## src/include/dcc_map.svh

```systemverilog
// Register offsets, field positions and reset values of the comparator control block.
// Assumes a 32-bit AXI4-Lite register window; each register is one aligned word.
`ifndef DCC_MAP_SVH
`define DCC_MAP_SVH
`define DCC_OFF_CTRL 8'h00
`define DCC_OFF_FLAGS 8'h04
`define DCC_OFF_ENABLES 8'h08
`define DCC_OFF_INTCTL 8'h0C
`define DCC_OFF_DIR 8'h10
`define DCC_OFF_PORT 8'h14
`define DCC_OFF_LATCH 8'h18
`define DCC_BIT_TWO_RESULT 7
`define DCC_BIT_ONE_RESULT 6
`define DCC_BIT_TWO_INVERT 5
`define DCC_BIT_ONE_INVERT 4
`define DCC_BIT_INPUT_SWITCH 3
`define DCC_BIT_CHANGE_FLAG 6
`define DCC_BIT_CMP_IRQ_EN 6
`define DCC_BIT_PER_IRQ_EN 6
`define DCC_BIT_GLB_IRQ_EN 7
`define DCC_CTRL_RESET 6'h07
`define DCC_DIR_RESET 6'h3F
`define DCC_MODE_MUX4 3'h6
`define DCC_MODE_OFF 3'h7
`define DCC_RESP_OKAY 2'h0
`define DCC_RESP_SLVERR 2'h2
`endif

```

## src/include/dcc_pkg.sv

```systemverilog
// Types shared by the comparator control block.
// Assumes dcc_map.svh for all numeric constants.
`default_nettype none
package dcc_pkg;
    typedef struct packed {
        logic awready;
        logic wready;
        logic aw_held;
        logic w_held;
        logic [7:0] aw_addr;
        logic [7:0] wdata;
        logic wstrb0;
        logic bvalid;
        logic [1:0] bresp;
        logic arready;
        logic rvalid;
        logic [1:0] rresp;
        logic [7:0] rdata;
        logic [5:0] ctrl;
        logic [1:0] latched;
        logic flag;
        logic cmp_ie;
        logic per_ie;
        logic glb_ie;
        logic [5:0] dir;
        logic [5:0] port_latch;
        logic irq;
        logic wake;
        logic vref;
        logic pair_high;
        logic [1:0] cmp_en;
    } dcc_state_s;
endpackage
`default_nettype wire

```

## src/include/dcc_sync_if.sv

```systemverilog
// Carrier between the top module and its input synchroniser.
// Assumes the synchroniser and its user share one clock.
`timescale 1ns/1ps
`default_nettype none
interface dcc_sync_if #(parameter int W = 8);
    logic [W-1:0] async_in;
    logic [W-1:0] sync_out;
    modport user (output async_in, input sync_out);
    modport sync (input async_in, output sync_out);
endinterface
`default_nettype wire

```

## src/hw/dcc_sync.sv

```systemverilog
// Two-stage synchroniser for asynchronous levels.
// Assumes levels change slowly against the clock; no pulse capture.
`timescale 1ns/1ps
`default_nettype none
module dcc_sync #(
    parameter int W = 8
) (
    input wire logic i_clk,
    input wire logic i_rst,
    dcc_sync_if.sync bus
);
    typedef struct packed {
        logic [W-1:0] first;
        logic [W-1:0] second;
    } dcc_sync_state_s;

    dcc_sync_state_s s_reg;
    dcc_sync_state_s s_next;

    // First stage feeds only the second stage
    always_comb begin
        s_next = s_reg;
        s_next.first = bus.async_in;
        s_next.second = s_reg.first;
    end

    always_ff @(posedge i_clk or posedge i_rst) begin
        if (i_rst) begin
            s_reg <= '0;
        end else begin
            s_reg <= s_next;
        end
    end

    assign bus.sync_out = s_reg.second;
endmodule // dcc_sync
`default_nettype wire

```

## src/hw/dcc_top.sv

```systemverilog
// Control and status logic around two analog comparators, AXI4-Lite register slave.
// Assumes raw comparator outputs and port pins are asynchronous; analog-pin map is same-clock.
`timescale 1ns/1ps
`default_nettype none
`include "dcc_map.svh"
module dcc_top import dcc_pkg::*; #(
    // Two bits per mode, bit 0 comparator one, bit 1 comparator two
    parameter logic [15:0] MODE_CMP_ON = 16'h3FFF,
    // One bit per mode: comparator outputs routed to pins four and five
    parameter logic [7:0] MODE_PIN_OUT = 8'h00
) (
    input wire logic I_CORE_CLK,
    input wire logic I_RST,
    input wire logic I_S_AXI_AWVALID,
    output logic O_S_AXI_AWREADY,
    input wire logic [7:0] I_S_AXI_AWADDR,
    input wire logic I_S_AXI_WVALID,
    output logic O_S_AXI_WREADY,
    input wire logic [31:0] I_S_AXI_WDATA,
    input wire logic [3:0] I_S_AXI_WSTRB,
    output logic O_S_AXI_BVALID,
    input wire logic I_S_AXI_BREADY,
    output logic [1:0] O_S_AXI_BRESP,
    input wire logic I_S_AXI_ARVALID,
    output logic O_S_AXI_ARREADY,
    input wire logic [7:0] I_S_AXI_ARADDR,
    output logic O_S_AXI_RVALID,
    input wire logic I_S_AXI_RREADY,
    output logic [31:0] O_S_AXI_RDATA,
    output logic [1:0] O_S_AXI_RRESP,
    input wire logic [1:0] I_CMP_RAW,
    input wire logic [5:0] I_PORT_A_PIN,
    input wire logic [5:0] I_ANALOG_CFG,
    input wire logic I_SLEEP,
    output logic O_IRQ,
    output logic O_WAKE,
    output logic [1:0] O_CMP_ENABLE,
    output logic O_VREF_SEL,
    output logic O_PAIR_HIGH,
    output logic [5:0] O_PORT_A_OUT,
    output logic [5:0] O_PORT_A_OE_N
);
    dcc_state_s s_reg;
    dcc_state_s s_next;

    dcc_sync_if #(.W(8)) sync_bus ();
    logic [1:0] cmp_sync;
    logic [5:0] pin_sync;
    logic [1:0] invert;
    logic [2:0] mode;
    logic [1:0] active;
    logic [1:0] result_cur;
    logic mismatch;
    logic aw_hs;
    logic w_hs;
    logic ar_hs;
    logic wr_go;
    logic wr_en;
    logic ar_ok;
    logic ctrl_access;
    logic [5:0] ctrl_n;
    logic [7:0] rd_val;

    assign sync_bus.async_in = {I_PORT_A_PIN, I_CMP_RAW};

    dcc_sync #(.W(8)) u_sync (
        .i_clk(I_CORE_CLK),
        .i_rst(I_RST),
        .bus(sync_bus.sync)
    );

    assign cmp_sync = sync_bus.sync_out[1:0];
    assign pin_sync = sync_bus.sync_out[7:2];
    assign invert = {s_reg.ctrl[`DCC_BIT_TWO_INVERT], s_reg.ctrl[`DCC_BIT_ONE_INVERT]};
    assign mode = s_reg.ctrl[2:0];
    assign active = MODE_CMP_ON[{mode, 1'b0} +: 2];
    // Inactive comparators read low; polarity follows the invert bits
    assign result_cur = active & (cmp_sync ^ invert);
    assign mismatch = result_cur != s_reg.latched;

    assign aw_hs = I_S_AXI_AWVALID && s_reg.awready;
    assign w_hs = I_S_AXI_WVALID && s_reg.wready;
    assign ar_hs = I_S_AXI_ARVALID && s_reg.arready;
    assign wr_go = s_reg.aw_held && s_reg.w_held && !s_reg.bvalid;
    assign wr_en = wr_go && s_reg.wstrb0;
    assign ctrl_access = (wr_go && s_reg.aw_addr == `DCC_OFF_CTRL)
        || (ar_hs && I_S_AXI_ARADDR == `DCC_OFF_CTRL);

    always_comb begin
        ar_ok = 1'b1;
        case (I_S_AXI_ARADDR)
            `DCC_OFF_CTRL: rd_val = {result_cur, s_reg.ctrl};
            `DCC_OFF_FLAGS: rd_val = {1'b0, s_reg.flag, 6'h00};
            `DCC_OFF_ENABLES: rd_val = {1'b0, s_reg.cmp_ie, 6'h00};
            `DCC_OFF_INTCTL: rd_val = {s_reg.glb_ie, s_reg.per_ie, 6'h00};
            `DCC_OFF_DIR: rd_val = {2'h0, s_reg.dir};
            `DCC_OFF_PORT: rd_val = {2'h0, pin_sync & ~I_ANALOG_CFG};
            `DCC_OFF_LATCH: rd_val = {2'h0, s_reg.port_latch};
            default: begin
                rd_val = 8'h00;
                ar_ok = 1'b0;
            end
        endcase
    end

    always_comb begin
        s_next = s_reg;
        ctrl_n = s_reg.ctrl;
        // Write channel: address and data taken in either order
        if (aw_hs) begin
            s_next.awready = 1'b0;
            s_next.aw_held = 1'b1;
            s_next.aw_addr = I_S_AXI_AWADDR;
        end
        if (w_hs) begin
            s_next.wready = 1'b0;
            s_next.w_held = 1'b1;
            s_next.wdata = I_S_AXI_WDATA[7:0];
            s_next.wstrb0 = I_S_AXI_WSTRB[0];
        end
        if (wr_go) begin
            s_next.bvalid = 1'b1;
            s_next.bresp = `DCC_RESP_OKAY;
            case (s_reg.aw_addr)
                `DCC_OFF_CTRL: begin
                    // Result bits are never stored, so writes to them vanish
                    if (s_reg.wstrb0) begin
                        ctrl_n = s_reg.wdata[5:0];
                    end
                end
                `DCC_OFF_FLAGS, `DCC_OFF_ENABLES, `DCC_OFF_INTCTL, `DCC_OFF_PORT: begin
                end
                `DCC_OFF_DIR: begin
                    if (s_reg.wstrb0) begin
                        s_next.dir = s_reg.wdata[5:0];
                    end
                end
                `DCC_OFF_LATCH: begin
                    if (s_reg.wstrb0) begin
                        s_next.port_latch = s_reg.wdata[5:0];
                    end
                end
                default: s_next.bresp = `DCC_RESP_SLVERR;
            endcase
            if (wr_en && s_reg.aw_addr == `DCC_OFF_FLAGS) begin
                s_next.flag = s_reg.wdata[`DCC_BIT_CHANGE_FLAG];
            end
            if (wr_en && s_reg.aw_addr == `DCC_OFF_ENABLES) begin
                s_next.cmp_ie = s_reg.wdata[`DCC_BIT_CMP_IRQ_EN];
            end
            if (wr_en && s_reg.aw_addr == `DCC_OFF_INTCTL) begin
                s_next.glb_ie = s_reg.wdata[`DCC_BIT_GLB_IRQ_EN];
                s_next.per_ie = s_reg.wdata[`DCC_BIT_PER_IRQ_EN];
            end
        end
        if (s_reg.bvalid && I_S_AXI_BREADY) begin
            s_next.bvalid = 1'b0;
            s_next.aw_held = 1'b0;
            s_next.w_held = 1'b0;
            s_next.awready = 1'b1;
            s_next.wready = 1'b1;
        end
        // Read channel: one word in flight, answer one cycle after the address
        if (ar_hs) begin
            s_next.arready = 1'b0;
            s_next.rvalid = 1'b1;
            s_next.rdata = rd_val;
            s_next.rresp = ar_ok ? `DCC_RESP_OKAY : `DCC_RESP_SLVERR;
        end
        if (s_reg.rvalid && I_S_AXI_RREADY) begin
            s_next.rvalid = 1'b0;
            s_next.arready = 1'b1;
        end
        // Access re-latches; the mismatch then ends on the next cycle
        if (ctrl_access) begin
            s_next.latched = result_cur;
        end
        // Mismatch outranks a software clear in the same cycle
        if (mismatch) begin
            s_next.flag = 1'b1;
        end
        // Sleep has no path into the control register
        s_next.ctrl = ctrl_n;
        s_next.irq = s_next.flag && s_next.cmp_ie && s_next.per_ie && s_next.glb_ie;
        s_next.wake = I_SLEEP && s_next.flag && s_next.cmp_ie && s_next.per_ie;
        s_next.vref = ctrl_n[2:0] == `DCC_MODE_MUX4;
        s_next.pair_high = s_next.vref && ctrl_n[`DCC_BIT_INPUT_SWITCH];
        s_next.cmp_en = MODE_CMP_ON[{ctrl_n[2:0], 1'b0} +: 2];
    end

    always_ff @(posedge I_CORE_CLK or posedge I_RST) begin
        if (I_RST) begin
            s_reg <= '0;
            s_reg.awready <= 1'b1;
            s_reg.wready <= 1'b1;
            s_reg.arready <= 1'b1;
            s_reg.ctrl <= `DCC_CTRL_RESET;
            s_reg.dir <= `DCC_DIR_RESET;
        end else begin
            s_reg <= s_next;
        end
    end

    assign O_S_AXI_AWREADY = s_reg.awready;
    assign O_S_AXI_WREADY = s_reg.wready;
    assign O_S_AXI_BVALID = s_reg.bvalid;
    assign O_S_AXI_BRESP = s_reg.bresp;
    assign O_S_AXI_ARREADY = s_reg.arready;
    assign O_S_AXI_RVALID = s_reg.rvalid;
    assign O_S_AXI_RDATA = {24'h000000, s_reg.rdata};
    assign O_S_AXI_RRESP = s_reg.rresp;
    assign O_IRQ = s_reg.irq;
    assign O_WAKE = s_reg.wake;
    assign O_CMP_ENABLE = s_reg.cmp_en;
    assign O_VREF_SEL = s_reg.vref;
    assign O_PAIR_HIGH = s_reg.pair_high;
    assign O_PORT_A_OE_N = s_reg.dir;
    // Routed pins bypass the flops on purpose: the output must not wait for a clock
    assign O_PORT_A_OUT[3:0] = s_reg.port_latch[3:0];
    assign O_PORT_A_OUT[4] = MODE_PIN_OUT[mode] ? (I_CMP_RAW[0] ^ invert[0])
        : s_reg.port_latch[4];
    assign O_PORT_A_OUT[5] = MODE_PIN_OUT[mode] ? (I_CMP_RAW[1] ^ invert[1])
        : s_reg.port_latch[5];
endmodule // dcc_top
`default_nettype wire

```

## config.mk

```make
export PLATFORM = sky130hd
export DESIGN_NAME = dcc_top
export DESIGN_NICKNAME = d
export VERILOG_FILES = /design/src/include/dcc_pkg.sv /design/src/include/dcc_sync_if.sv /design/src/hw/dcc_sync.sv /design/src/hw/dcc_top.sv
export VERILOG_INCLUDE_DIRS = /design/src /design/src/include
export SDC_FILE = /design/constraint.sdc
export NUM_CORES = 1
export LEC_CHECK = 0
export ABC_CLOCK_PERIOD_IN_PS = 5100
export BUFFER_PORTS_ARGS = -buffer_cell sky130_fd_sc_hd__buf_4
export CAP_MARGIN = 20
export CORE_MARGIN = 5
export CORE_UTILIZATION = 55
export CTS_BUF_LIST = sky130_fd_sc_hd__clkbuf_2
export CTS_CLUSTER_DIAMETER = 40
export DETAILED_ROUTE_END_ITERATION = 12
export PLACE_DENSITY = 0.95
export REMOVE_ABC_BUFFERS = 1
export SETUP_SLACK_MARGIN = 0.02
export SYNTH_ARGS = -nofsm -noshare
export SYNTH_HDL_FRONTEND = slang
export SYNTH_SLANG_ARGS = --single-unit
```

## constraint.sdc

```tcl
create_clock -name I_CORE_CLK -period 5.1 [get_ports I_CORE_CLK]
set_input_delay 1.02 -clock I_CORE_CLK [delete_from_list [all_inputs] [get_ports I_CORE_CLK]]
set_output_delay 1.02 -clock I_CORE_CLK [all_outputs]
set_load 0.05 [all_outputs]
```

==> results by group <==
Yosys
  – Post-Syn Area per Cell: 11.9 µm²
  – Post-synth EDFFs: 0
  – Seq/Total Area, Yosys: 0.555
  – Top cells by count, synth: 67 x dfrtp_1, 50 x buf_4, 33 x mux2_2, 23 x inv_1, 17 x nand2_1
  – Top-count cell post-synth: dfrtp_1
  – Netlist Area Pre-Place: around 3600 µm²
  – Synthesized flop and latch total: between 70 and 80
  – Yosys top cell area share: 0.467
  – Synth cell types: 43
  – Synth area leader: dfrtp_1
  – Post-synthesis instance total: 301
  – Top_reg_cell synth: dfrtp_1
  – Synth warnings: 0
  – Post-synth ARST share: 1.00
  – Synth area leaders: dfrtp_1 47%, buf_4 10%, mux2_2 10%

Global route
  – Grt total ovfl: 0
  – Largest net degree at the start of global routing: 74
  – Global-route wire length before repair: 12100 µm
  – Vias in the first global route: around 2.5k
  – Initial antenna violation count: 0
  – Total GRT Usage: 0.183

Drt
  – Total routed wirelength: 7570 µm
  – DRC viols: 0
  – Routed wire per std cell: about 17 µm
  – Vias per inst: roughly 5.5
  – Via count: between 2k and 2.5k
  – First-pass DRT Iterations: 5
  – Starting DRT DRC Count: 130
  – Antenna viol nets, final: 0

Power
  – Static Leak: around 2 nW
  – Seq pwr share: 0.520
  – Max VDD drop: 0.305 mV
  – NetSw: roughly 0.59 mW
  – Switching fraction of total power: 0.350
  – Combinational power share: 0.261
  – Tot Pwr: roughly 1.7 mW
  – Clk network pwr share: 0.219
  – Pwr dens: approximately 410 nW/µm²
  – Internal power: around 1.1 mW

Clock network
  – CTS resizes: 0
  – Post-CTS Setup Bufs: 0
  – Root Driver: clkbuf_2
  – CTS tree: done
  – Sink Count: 79
  – CTS max path bufs: 2
  – Post-CTS Hold Buffers: 0
  – Worst-Skew Late Latency: roughly 0.5 ns
  – H-tree depth: 3
  – CTS clk-pin slew, worst paths: 0.19 ns
  – TritonCTS Buffers: 9

Worst setup path
  – Critical path peak fanout: 4
  – CP delay by family, top: flip-flops
  – Worst path bufs/invs: 1
  – Crit-path cells: buf_4
  – Setup CP Type: reg2out
  – Crit. End Element: output pin
  – Largest stage delay, worst path: approximately 0.60 ns
  – Worst path slowest cell: dfstp_2
  – Setup crit start kind: flop
  – CP required: ~4.1 ns
  – Arrival @ worst endpoint: ~1.3 ns

Timing
  – Setup TNS Final: 0 ns
  – Final Cycle Share: 0.452
  – Min cycle time layout: 2.31 ns
  – Final Setup Violations: 0
  – Max Slew Vio Count: 0
  – Least-Margin Pin Slew: 0.870 ns
  – Skew final: 0.0339 ns
  – Rel. slew slack: 0.420
  – Final Hold Viols: 0
  – FMAX: around 430 MHz
  – Worst hold slack: between 0.3 and 0.4 ns
  – RSZ-0062 raised after global routing: false
  – Worst Setup Slack, final: between 2 and 3 ns

Placement
  – Post-DP HPWL: 5710 µm
  – DP Worst Slack: 2.01 ns
  – Gpl congestion: between 0.8 and 0.9
  – # port buffers: slightly below 80
  – Placed cells: 429
  – Dpl cell area: between 3000 and 4000 µm²

Cells and area
  – Layout Utilization: 0.651
  – Share of cells above drive strength 1: 0.407
  – Final non-filler cell total: around 450
  – Number of flip-flops in the largest register: 28
  – Fillers: 489
  – Final net count: between 400 and 500
  – P&R area growth vs syn: 15.0%
  – Final Cell Area: around 4100 µm²
  – Inserted Diodes: 0

Floorplan
  – Starting density of the core: 0.566
  – Die Area: roughly 8200 µm²
  – Die width: about 91 µm
  – Core box area: between 6000 and 7000 µm²
  – I/O pin cnt: around 130
  – Die H: 90.8 µm
  – Rows: 29

Min path
  – Min-Delay Path Class: in2async

Flow run
  – Max-Cap Viols: 0

Outcome
  – Outcome: complete, no violations
## layer usage
layer  global-route usage  wire, µm  vias up  part of all wire
li1                     -         -     1106                 -
met1                0.219      2930     1186              0.39
met2                0.312      3820      137              0.50
met3               0.0525       700       11             0.092
met4               0.0709       126        0             0.017
met5                    0         0        -                 0
## cell usage in the layout (no fill, tap or decap), drive strengths merged, types with 2 or more instances in the layout
master / Yosys / final
nand2: 17 / 17
clkinv: 0 / 2
o31ai: 2 / 2
or2: 2 / 2
nand3b: 6 / 6
nand3: 6 / 6
nor3: 6 / 6
clkbuf: 5 / 13
o21ai: 16 / 16
inv: 23 / 22
nor2: 4 / 4
buf: 50 / 81
mux2: 33 / 33
dfrtp: 67 / 67
mux2i: 10 / 10
a21oi: 4 / 4
bufinv: 0 / 2
xor2: 2 / 2
nor4: 5 / 5
nand4: 4 / 4
dfstp: 12 / 12
a222oi: 6 / 6
a2111oi: 2 / 2
conb: 1 / 26
## kinds of logic after synthesis
logic type,Yosys count,synth area share
AOI/OAI and AO/OA,40,0.0777
other,1,0.00104
and+or+nand+nor,57,0.0940
muxes,43,0.131
buffers and inverters,78,0.134
xor gates and xnor gates,3,0.00732
DFF,79,0.555
## power groups by stage
| stage | sequential [mW] | combinational, mW | clock [mW] |
|---|---|---|---|
| final | 0.879 | 0.441 | 0.371 |
| after global routing | 0.897 | 0.475 | 0.403 |
| after CTS | 0.875 | 0.445 | 0.376 |
| after detailed placement | 0.887 | 0.443 | 0 |
| after global placement | 0.873 | 0.425 | 0 |
| after floorplan | 0.942 | 0.237 | 0 |
## path summary, 6_finish.rpt
check | slack [ns] | cells after the start | startpoint | end
setup reg to reg | 2.83 | 4 | s_reg[55] | O_PAIR_HIGH
hold reg to reg | 0.37 | 0 | u_sync.s_next[2] | u_sync.bus.sync_out[2]
setup / recovery | 2.79 | 1 | O_S_AXI_AWREADY | O_S_AXI_AWREADY
hold / removal | 0.37 | 2 | I_RST | u_sync.s_next[1]
min in group I_CORE_CLK | 0.37 | 0 | u_sync.s_next[2] | u_sync.bus.sync_out[2]
max in group asynchronous | 3.68 | 3 | I_RST | s_reg[18]
## layout make-up
cell class	instances	area [µm²]	area share
inverter	23	87.6	0.0212
multi-input combinational	169	1210	0.293
clock inverter	4	71.3	0.0173
timing repair buffer	82	613	0.148
sequential	79	1990	0.482
tap	77	96.3	0.0233
clock buffer	12	60.1	0.0145
No activity file was read; power rests on OpenSTA's default activity.
